[config.mk]
export PLATFORM = sky130hd
export DESIGN_NAME = temp_conv_ctrl
export DESIGN_NICKNAME = d
export VERILOG_FILES = /design/src/temp_conv_pkg.sv /design/src/temp_offset_add.sv /design/src/temp_conv_ctrl.sv
export SDC_FILE = /design/constraint.sdc
export NUM_CORES = 1
export LEC_CHECK = 0
export ABC_AREA = 0
export ABC_CLOCK_PERIOD_IN_PS = 4200
export BUFFER_PORTS_ARGS = -buffer_cell sky130_fd_sc_hd__buf_2
export CAP_MARGIN = 20
export CORE_UTILIZATION = 55
export CTS_CLUSTER_DIAMETER = 100
export CTS_CLUSTER_SIZE = 14
export DETAILED_ROUTE_END_ITERATION = 8
export PLACE_DENSITY_LB_ADDON = 0.05
export SKIP_CTS_REPAIR_TIMING = 1
export SYNTH_ARGS = -nofsm -noshare
export SYNTH_HDL_FRONTEND = slang
export SYNTH_SLANG_ARGS = --single-unit
export TNS_END_PERCENT = 20
[constraint.sdc]
create_clock -name sys_clk -period 4.2 [get_ports sys_clk]
set_clock_uncertainty 0.15 [all_clocks]
set_input_delay 0.42 -clock sys_clk [delete_from_list [all_inputs] [get_ports sys_clk]]
set_output_delay 0.42 -clock sys_clk [all_outputs]
set_load 0.02 [all_outputs]
[src/temp_conv_pkg.sv]
package temp_conv_pkg;

  // ----------------------------------------------------------
  // Register command bytes
  // ----------------------------------------------------------
  localparam logic [7:0] ADDR_MAIN_CFG = 8'h03;
  localparam logic [7:0] ADDR_INTERVAL = 8'h04;
  localparam logic [7:0] ADDR_CHAN_EN = 8'h05;
  localparam logic [7:0] ADDR_ONE_SHOT = 8'h0F;
  localparam logic [7:0] ADDR_MODEL_SEL = 8'h30;
  localparam logic [7:0] ADDR_OFFSET_A = 8'h31;
  localparam logic [7:0] ADDR_OFFSET_B = 8'h32;

  // ----------------------------------------------------------
  // Field positions, masks and reset values
  // ----------------------------------------------------------
  localparam int SOFT_SLEEP_BIT = 6;
  localparam int REMOTE_A_MODEL_BIT = 1;
  localparam int REMOTE_B_MODEL_BIT = 2;
  localparam logic [7:0] MASK_MAIN_CFG = 8'h40;
  localparam logic [7:0] MASK_INTERVAL = 8'h03;
  localparam logic [7:0] MASK_CHAN_EN = 8'h07;
  localparam logic [7:0] MASK_MODEL_SEL = 8'h06;
  localparam logic [7:0] RST_MAIN_CFG = 8'h00;
  localparam logic [7:0] RST_INTERVAL = 8'h02;
  localparam logic [7:0] RST_CHAN_EN = 8'h1F;
  localparam logic [7:0] RST_MODEL_SEL = 8'h02;
  localparam logic [7:0] RST_OFFSET = 8'h00;

  // ----------------------------------------------------------
  // Channels and interval codes
  // ----------------------------------------------------------
  localparam logic [1:0] CHAN_LOCAL = 2'h0;
  localparam logic [1:0] CHAN_REMOTE_A = 2'h1;
  localparam logic [1:0] CHAN_REMOTE_B = 2'h2;
  localparam logic [1:0] RATE_CONTINUOUS = 2'h0;
  localparam logic [1:0] RATE_SHORT = 2'h1;
  localparam logic [1:0] RATE_MID = 2'h2;

  // ----------------------------------------------------------
  // Timing
  // ----------------------------------------------------------
  localparam int CLK_PERIOD_NS = 40;
  localparam int MS_TICK_NS = 1000000;
  localparam int MS_TICK_CYCLES = (MS_TICK_NS + CLK_PERIOD_NS - 1)
    / CLK_PERIOD_NS;
  localparam logic [11:0] INTERVAL_SHORT_MS = 12'h16C;
  localparam logic [11:0] INTERVAL_MID_MS = 12'h3E8;
  localparam logic [11:0] INTERVAL_LONG_MS = 12'h9C4;

  // ----------------------------------------------------------
  // Temperature format: sign, 7 integer, 3 fraction bits
  // ----------------------------------------------------------
  localparam int TEMP_W = 11;
  localparam int OFFSET_SHIFT = 2;

endpackage

[src/temp_offset_add.sv]
`timescale 1ns/1ps
module temp_offset_add #(
  parameter int TEMP_W = temp_conv_pkg::TEMP_W
) (
  input wire logic [TEMP_W-1:0] raw,
  input wire logic [7:0] offset,
  output logic [TEMP_W-1:0] sum
);
  // Offset LSB is 0.5 C, reading LSB 0.125 C
  localparam int SH = temp_conv_pkg::OFFSET_SHIFT;
  localparam logic [TEMP_W:0] MAX_POS = {2'b00, {(TEMP_W-1){1'b1}}};
  localparam logic [TEMP_W:0] MAX_NEG = {2'b11, {(TEMP_W-1){1'b0}}};

  wire logic [TEMP_W:0] raw_x;
  wire logic [TEMP_W:0] off_x;
  wire logic [TEMP_W:0] total;
  wire logic over_pos;
  wire logic over_neg;

  assign raw_x = {raw[TEMP_W-1], raw};
  assign off_x = {{(TEMP_W+1-8-SH){offset[7]}}, offset, {SH{1'b0}}};
  assign total = raw_x + off_x;
  // Clip rather than wrap, so a hot part never reads cold
  assign over_pos = (total[TEMP_W:TEMP_W-1] == 2'b01);
  assign over_neg = (total[TEMP_W:TEMP_W-1] == 2'b10);
  assign sum = over_pos ? MAX_POS[TEMP_W-1:0] :
    over_neg ? MAX_NEG[TEMP_W-1:0] : total[TEMP_W-1:0];
endmodule

[src/temp_conv_ctrl.sv]
`timescale 1ns/1ps
// What this block does
// - Model select bits 2,1; reset 0x02
// - Offsets are 8-bit two's complement, reset zero
// - Offset spans +63.5 to -64 degrees
// - Report raw result plus channel offset
// - Config bit 6 selects standby; reset 0x00
// - One-shot in standby runs one sequence
// - Rate field picks interval; reset 0x02
// - Convert channels in turn, then pad
// - Skip channels whose enable is clear
// - Continuous shortens; fixed rates keep interval
// - Enable bits 2..0 remote b, a, local
// - Unassigned bits always read zero
// - One-shot write data is not kept
// - Busy flag set while converting
module temp_conv_ctrl #(
  parameter int TICK_CYCLES = temp_conv_pkg::MS_TICK_CYCLES,
  parameter int TEMP_W = temp_conv_pkg::TEMP_W
) (
  input wire logic sys_clk,
  input wire logic rst_n,
  input wire logic reg_wr,
  input wire logic reg_rd,
  input wire logic [7:0] reg_addr,
  input wire logic [7:0] reg_wdata,
  output logic [7:0] reg_rdata,
  output logic reg_rvalid,
  output logic conv_start,
  output logic [1:0] conv_chan,
  input wire logic conv_done,
  input wire logic [TEMP_W-1:0] conv_raw,
  output logic [TEMP_W-1:0] local_temp,
  output logic [TEMP_W-1:0] remote_a_temp,
  output logic [TEMP_W-1:0] remote_b_temp,
  output logic remote_a_model_sel,
  output logic remote_b_model_sel,
  output logic busy,
  output logic soft_sleep
);
  typedef enum logic [1:0] {
    ST_IDLE = 2'b00,
    ST_NEXT = 2'b01,
    ST_WAIT = 2'b10,
    ST_PAD = 2'b11
  } seq_state_t;

  // ----------------------------------------------------------
  // Registers
  // ----------------------------------------------------------
  logic [7:0] cfg_reg;
  logic [7:0] rate_reg;
  logic [7:0] en_reg;
  logic [7:0] model_reg;
  logic [7:0] off_a_reg;
  logic [7:0] off_b_reg;
  logic [7:0] rdata_reg;
  logic rvalid_reg;
  logic oneshot_reg;
  seq_state_t state_reg;
  seq_state_t state_next;
  logic [1:0] chan_reg;
  logic [2:0] seq_en_reg;
  logic [1:0] seq_rate_reg;
  logic seq_single_reg;
  logic start_reg;
  logic [1:0] start_chan_reg;
  logic busy_reg;
  logic [31:0] tick_cnt_reg;
  logic [11:0] ms_cnt_reg;
  logic [TEMP_W-1:0] temp_reg [3];

  // ----------------------------------------------------------
  // Register decode
  // ----------------------------------------------------------
  wire logic wr_cfg = reg_wr && reg_addr == temp_conv_pkg::ADDR_MAIN_CFG;
  wire logic wr_rate = reg_wr && reg_addr == temp_conv_pkg::ADDR_INTERVAL;
  wire logic wr_en = reg_wr && reg_addr == temp_conv_pkg::ADDR_CHAN_EN;
  wire logic wr_model = reg_wr && reg_addr == temp_conv_pkg::ADDR_MODEL_SEL;
  wire logic wr_off_a = reg_wr && reg_addr == temp_conv_pkg::ADDR_OFFSET_A;
  wire logic wr_off_b = reg_wr && reg_addr == temp_conv_pkg::ADDR_OFFSET_B;
  wire logic wr_shot = reg_wr && reg_addr == temp_conv_pkg::ADDR_ONE_SHOT;
  wire logic sleep_w = cfg_reg[temp_conv_pkg::SOFT_SLEEP_BIT];
  wire logic [7:0] rd_mux;
  // Reads of unmapped or write-only bytes give zero
  assign rd_mux =
    (reg_addr == temp_conv_pkg::ADDR_MAIN_CFG) ? cfg_reg :
    (reg_addr == temp_conv_pkg::ADDR_INTERVAL) ? rate_reg :
    (reg_addr == temp_conv_pkg::ADDR_CHAN_EN) ? en_reg :
    (reg_addr == temp_conv_pkg::ADDR_MODEL_SEL) ? model_reg :
    (reg_addr == temp_conv_pkg::ADDR_OFFSET_A) ? off_a_reg :
    (reg_addr == temp_conv_pkg::ADDR_OFFSET_B) ? off_b_reg : 8'h00;

  // ----------------------------------------------------------
  // Register file
  // ----------------------------------------------------------
  always_ff @(posedge sys_clk) begin
    if (!rst_n) begin
      cfg_reg <= temp_conv_pkg::RST_MAIN_CFG;
      // Interval code resets to 1 s
      rate_reg <= temp_conv_pkg::RST_INTERVAL & temp_conv_pkg::MASK_INTERVAL;
      en_reg <= temp_conv_pkg::RST_CHAN_EN & temp_conv_pkg::MASK_CHAN_EN;
      // Remote a compensated, remote b discrete
      model_reg <= temp_conv_pkg::RST_MODEL_SEL;
      off_a_reg <= temp_conv_pkg::RST_OFFSET;
      off_b_reg <= temp_conv_pkg::RST_OFFSET;
      rdata_reg <= 8'h00;
      rvalid_reg <= 1'b0;
    end else begin
      // Masks drop writes to unassigned bits
      if (wr_cfg) cfg_reg <= reg_wdata & temp_conv_pkg::MASK_MAIN_CFG;
      if (wr_rate) rate_reg <= reg_wdata & temp_conv_pkg::MASK_INTERVAL;
      if (wr_en) en_reg <= reg_wdata & temp_conv_pkg::MASK_CHAN_EN;
      if (wr_model) model_reg <= reg_wdata & temp_conv_pkg::MASK_MODEL_SEL;
      // Full byte kept, so +63.5 down to -64 fits
      if (wr_off_a) off_a_reg <= reg_wdata;
      if (wr_off_b) off_b_reg <= reg_wdata;
      rdata_reg <= reg_rd ? rd_mux : 8'h00;
      rvalid_reg <= reg_rd;
    end
  end

  // ----------------------------------------------------------
  // One-shot request
  // ----------------------------------------------------------
  wire logic shot_take = (state_reg == ST_IDLE) && oneshot_reg;
  always_ff @(posedge sys_clk) begin
    if (!rst_n) begin
      oneshot_reg <= 1'b0;
    end else if (wr_shot && sleep_w) begin
      // Any byte triggers; data is discarded
      oneshot_reg <= 1'b1;
    end else if (shot_take || !sleep_w) begin
      oneshot_reg <= 1'b0;
    end
  end

  // ----------------------------------------------------------
  // Millisecond divider and interval timer
  // ----------------------------------------------------------
  wire logic ms_tick = (tick_cnt_reg == 32'(TICK_CYCLES - 1));
  wire logic seq_begin = (state_reg == ST_IDLE && (!sleep_w || oneshot_reg))
    || (state_reg == ST_PAD && state_next == ST_NEXT)
    || ((state_reg == ST_NEXT || state_reg == ST_WAIT)
        && state_next == ST_NEXT && chan_reg == 2'h2
        && seq_rate_reg == temp_conv_pkg::RATE_CONTINUOUS);
  wire logic [11:0] target_ms =
    (seq_rate_reg == temp_conv_pkg::RATE_SHORT) ?
      temp_conv_pkg::INTERVAL_SHORT_MS :
    (seq_rate_reg == temp_conv_pkg::RATE_MID) ?
      temp_conv_pkg::INTERVAL_MID_MS : temp_conv_pkg::INTERVAL_LONG_MS;
  wire logic interval_over = (ms_cnt_reg >= target_ms);

  always_ff @(posedge sys_clk) begin
    if (!rst_n || seq_begin) begin
      tick_cnt_reg <= 32'h0000_0000;
      ms_cnt_reg <= 12'h000;
    end else if (ms_tick) begin
      tick_cnt_reg <= 32'h0000_0000;
      if (!interval_over) ms_cnt_reg <= ms_cnt_reg + 12'h001;
    end else begin
      tick_cnt_reg <= tick_cnt_reg + 32'h0000_0001;
    end
  end

  // ----------------------------------------------------------
  // Sequencer
  // ----------------------------------------------------------
  wire logic last_chan = (chan_reg == 2'h2);
  wire logic chan_on = seq_en_reg[chan_reg];
  wire logic end_single = seq_single_reg || sleep_w;
  seq_state_t end_state;
  // Continuous restarts at once, skips shorten it
  assign end_state = end_single ? ST_IDLE :
    (seq_rate_reg == temp_conv_pkg::RATE_CONTINUOUS) ? ST_NEXT : ST_PAD;

  always_comb begin
    state_next = state_reg;
    case (state_reg)
      ST_IDLE: begin
        // Standby waits for a one-shot request
        if (!sleep_w || oneshot_reg) state_next = ST_NEXT;
      end
      ST_NEXT: begin
        if (chan_on) state_next = ST_WAIT;
        else if (!last_chan) state_next = ST_NEXT;
        else state_next = end_state;
      end
      ST_WAIT: begin
        // Last channel done ends the sequence, no silent wrap
        if (conv_done && last_chan) state_next = end_state;
        else if (conv_done) state_next = ST_NEXT;
      end
      ST_PAD: begin
        // Standby drops to idle at once; otherwise fill out the rest of the interval
        if (sleep_w) state_next = ST_IDLE;
        else if (interval_over) state_next = ST_NEXT;
      end
      default: state_next = ST_IDLE;
    endcase
  end

  wire logic chan_step = (state_reg == ST_NEXT && !chan_on)
    || (state_reg == ST_WAIT && conv_done);

  always_ff @(posedge sys_clk) begin
    if (!rst_n) begin
      state_reg <= ST_IDLE;
      chan_reg <= temp_conv_pkg::CHAN_LOCAL;
      seq_en_reg <= 3'h0;
      seq_rate_reg <= temp_conv_pkg::RATE_CONTINUOUS;
      seq_single_reg <= 1'b0;
    end else begin
      state_reg <= state_next;
      // Settings sampled only when a sequence begins
      if (seq_begin) begin
        chan_reg <= temp_conv_pkg::CHAN_LOCAL;
        seq_en_reg <= en_reg[2:0];
        seq_rate_reg <= rate_reg[1:0];
        seq_single_reg <= sleep_w;
      end else if (chan_step) begin
        chan_reg <= last_chan ? temp_conv_pkg::CHAN_LOCAL
          : chan_reg + 2'h1;
      end
    end
  end

  // ----------------------------------------------------------
  // Converter handshake and busy
  // ----------------------------------------------------------
  always_ff @(posedge sys_clk) begin
    if (!rst_n) begin
      start_reg <= 1'b0;
      start_chan_reg <= temp_conv_pkg::CHAN_LOCAL;
      busy_reg <= 1'b0;
    end else begin
      start_reg <= (state_reg == ST_NEXT) && chan_on;
      start_chan_reg <= chan_reg;
      // Busy spans launch to converter done
      busy_reg <= (state_next == ST_WAIT);
    end
  end

  // ----------------------------------------------------------
  // Offset correction, one adder per remote channel
  // ----------------------------------------------------------
  wire logic [7:0] offs [3];
  wire logic [TEMP_W-1:0] corrected [3];
  assign offs[0] = 8'h00;
  assign offs[1] = off_a_reg;
  assign offs[2] = off_b_reg;
  assign corrected[0] = conv_raw;

  genvar gi;
  generate
    for (gi = 1; gi < 3; gi++) begin : g_remote
      // Offset added before the value is reported
      temp_offset_add #(.TEMP_W(TEMP_W)) u_add (
        .raw(conv_raw),
        .offset(offs[gi]),
        .sum(corrected[gi])
      );
    end
    for (gi = 0; gi < 3; gi++) begin : g_store
      always_ff @(posedge sys_clk) begin
        if (!rst_n) begin
          temp_reg[gi] <= '0;
        end else if (state_reg == ST_WAIT && conv_done
            && chan_reg == 2'(gi)) begin
          temp_reg[gi] <= corrected[gi];
        end
      end
    end
  endgenerate

  assign reg_rdata = rdata_reg;
  assign reg_rvalid = rvalid_reg;
  assign conv_start = start_reg;
  assign conv_chan = start_chan_reg;
  assign local_temp = temp_reg[0];
  assign remote_a_temp = temp_reg[1];
  assign remote_b_temp = temp_reg[2];
  assign remote_a_model_sel = model_reg[temp_conv_pkg::REMOTE_A_MODEL_BIT];
  assign remote_b_model_sel = model_reg[temp_conv_pkg::REMOTE_B_MODEL_BIT];
  assign busy = busy_reg;
  assign soft_sleep = sleep_w;
endmodule

==> results.cfg <==
[drt]
via_per_inst = 5.697
drc = 0
dr.pass1.iters = 5
vias = 5236
drt_wl_total_mm = 14.68
wire_per_inst_um = 15.98
ant_nets = 0
drtIter0Drc = 342

[final_layout]
final_cell_mix = 93 x nor2_1, 92 x dfxtp_1, 80 x buf_2, 41 x nand2_1, 35 x ha_1
multi_input_area_um2 = 3346
mostFrequentLayoutCell = nor2_1
antennaDiodeCount = 0
nets = 835
area.sequential_um2 = 2833
largest_register_ffs = 33
syn2layout_area_growth_pct = 17.62
drive_gt1_frac = 0.1656
fill_cells = 911

[sta]
setup_tns_ns = 0
worst_pin_slew_ns = 0.8513
setup_viol = 0
finalCritPeriodShare = 0.7808
fin_ws_ns = 0.9205
period_needed_ns = 3.279
slew_viol_final = 0
max_slew_margin = 0.4281
final-hold-violation-count = 0
rsz0062_at_grt = false
fmax_ghz = 0.3049

[synthesis]
yosysWarnings = 0
syn_area_um2 = 6371
yosys_register_bits = 125
synth_cell_types = 62
yosysSeqAreaShare = 0.4446
synth_fp_nets = 753
synth_edf_count = 33
synth-async-reset-ratio = 0
syn_inst = 684
syn_avg_cell_area_um2 = 9.314
yosys_most_used_dff = dfxtp_1

[setup_path]
worstRegToRegCells = 12
cp_data_arrival_time_ns = 3.47
ff2ff_setup_slack_ns = 0.92
setup.worst_path.start_class = register
end_kind = register
r2r_start = seq_rate_reg[0]$_SDFFE_PN0P_
cp_max_fo = 29
r2r-end = tick_cnt_reg[9]$_SDFF_PP0_
crit_type = register to register
required_ns = 4.39

[clocking]
cts.sinks = 125
cts_tree = built
cts_max_path_buffers = 2
clock_latency_ns = 0.41
cts_root_buffer = clkbuf_16
clk_pin_slew_ns = 0.06
htreeDepth = 4
cts-buffers-inserted = 17

[pwr]
p_leak_nw = 3.216
ir_drop_mv = 0.2271
power_density_nw_per_um2 = 387.7

[place]
hpwl_mm = 10.94
routabilityCongestion = 0.9152
port_buffers = 80
place_ws_ns = 0.9596

[hold_path]
holdPathEnd = off_a_reg[3]$_SDFFE_PN0P_
worstHoldStart = reg_wdata[3]
holdPathStages = 3
hp-class = primary input to register

[floorplanning]
pin_count = 81
core_um2 = 11080
die_w_um = 109.6
start_util = 0.5751
die-area_um2 = 12020
die_h_um = 109.6
rows = 38

[global_route]
antenna_found_initial = 0
grt_pass1_vias = 5058
grtUsageTotal = 0.2592
grt_pass1_wl_mm = 23.58
grt-ovfl-total = 0
grt_max_degree = 30

[flow_run]
maxCapViolations = 0

[run_status]
outcome = complete, no violations
[stage by stage]
| step | utilization | cell area, µm² | power (mW) | std cells | hold WS [ns] |
|---|---|---|---|---|---|
| floorplan | - | 6371 | 1.406 | 684 | 0.2675 |
| global placement | 0.6219 | 6889 | 1.468 | 887 | 0.2885 |
| detailed placement | 0.6219 | 6889 | 1.472 | 887 | 0.3105 |
| CTS | 0.6764 | 7493 | 2.925 | 919 | 0.1089 |
| global route | 0.6764 | 7493 | 3.001 | 919 | 0.1347 |
| finish | 0.6764 | 7493 | 2.905 | 919 | 0.1180 |
[synth_stat cells (all sizes together), types with 3 or more instances]
library cell / instances / area (µm²)
nor2: 94 / 355.3
xnor2: 26 / 227.7
nor2b: 9 / 56.30
and3: 8 / 50.05
nand2: 41 / 153.9
xor2: 21 / 183.9
edfxtp: 33 / 991.0
nand4: 11 / 68.82
ha: 35 / 437.9
nor4: 10 / 83.83
and2: 17 / 106.4
or3: 11 / 68.82
a31oi: 4 / 25.02
dfxtp: 92 / 1842
or4: 3 / 26.27
o31ai: 4 / 30.03
inv: 28 / 105.1
nand3: 32 / 160.2
nand3b: 3 / 22.52
a32oi: 3 / 26.28
a21oi: 28 / 140.1
o21a: 7 / 52.55
o21ai: 30 / 150.1
or2: 5 / 31.28
mux2i: 27 / 270.3
nand2b: 9 / 56.30
a22oi: 5 / 37.54
nor3: 16 / 80.08
clkbuf: 19 / 71.32
a21o: 19 / 142.6
[where the power goes]
part           internal, mW  total, mW  switching (mW)
Sequential             1.25       1.26          0.0102
Combinational        0.0648      0.184           0.119
Clock                 0.898       1.46           0.558
[cells by family after synthesis]
family	after synthesis	synth area share
AOI/OAI and AO/OA	121	0.1235
xor gates and xnor gates	47	0.06461
adders and majority gates	37	0.07502
buffers and inverters	49	0.03024
DFF	125	0.4446
muxes	28	0.04419
and+or+nand+nor	277	0.2178
[layer usage]
metal,routed length [µm],up-vias,track usage
met5,0,-,0
met4,389,0,0.1076
met3,854,31,0.06106
met2,7240,175,0.4650
met1,6199,2433,0.2943
li1,-,2597,-
[worst max-delay path, stage by stage, from the launching register on]
cell and delay (ns):
dfxtp_1 0.33, inv_1 0.07, ha_1 0.30, inv_1 0.07, ha_1 0.18, or4_1 0.48
a21oi_1 0.17, o311ai_1 0.12, buf_4 0.18, a21o_1 0.16, a221o_1 0.49, buf_4 0.32
nor2_1 0.17
[layout make-up]
cell class                 instances  share of cell area
sequential                       125              0.3780
inverter                          28             0.01403
clock inverter                    12             0.01670
tap                              140             0.02338
multi-input combinational        510              0.4465
timing repair buffer              84             0.05744
clock buffer                      20             0.06395
[worst max-delay path by stage]
stage / slack (ns) / cells past startpoint / to / from
after floorplan: 1.27 / 12 / ms_cnt_reg[11]$_SDFFE_PP0P_ / seq_rate_reg[0]$_SDFFE_PN0P_
after global placement: 1.12 / 12 / tick_cnt_reg[3]$_SDFF_PP0_ / seq_rate_reg[0]$_SDFFE_PN0P_
after detailed placement: 0.96 / 12 / tick_cnt_reg[8]$_SDFF_PP0_ / seq_rate_reg[0]$_SDFFE_PN0P_
after CTS: 0.95 / 12 / tick_cnt_reg[9]$_SDFF_PP0_ / seq_rate_reg[1]$_SDFFE_PN0P_
after global routing: 0.74 / 12 / tick_cnt_reg[14]$_SDFF_PP0_ / seq_rate_reg[1]$_SDFFE_PN0P_
final: 0.92 / 12 / tick_cnt_reg[9]$_SDFF_PP0_ / seq_rate_reg[0]$_SDFFE_PN0P_
No activity file was read; power rests on OpenSTA's default activity.
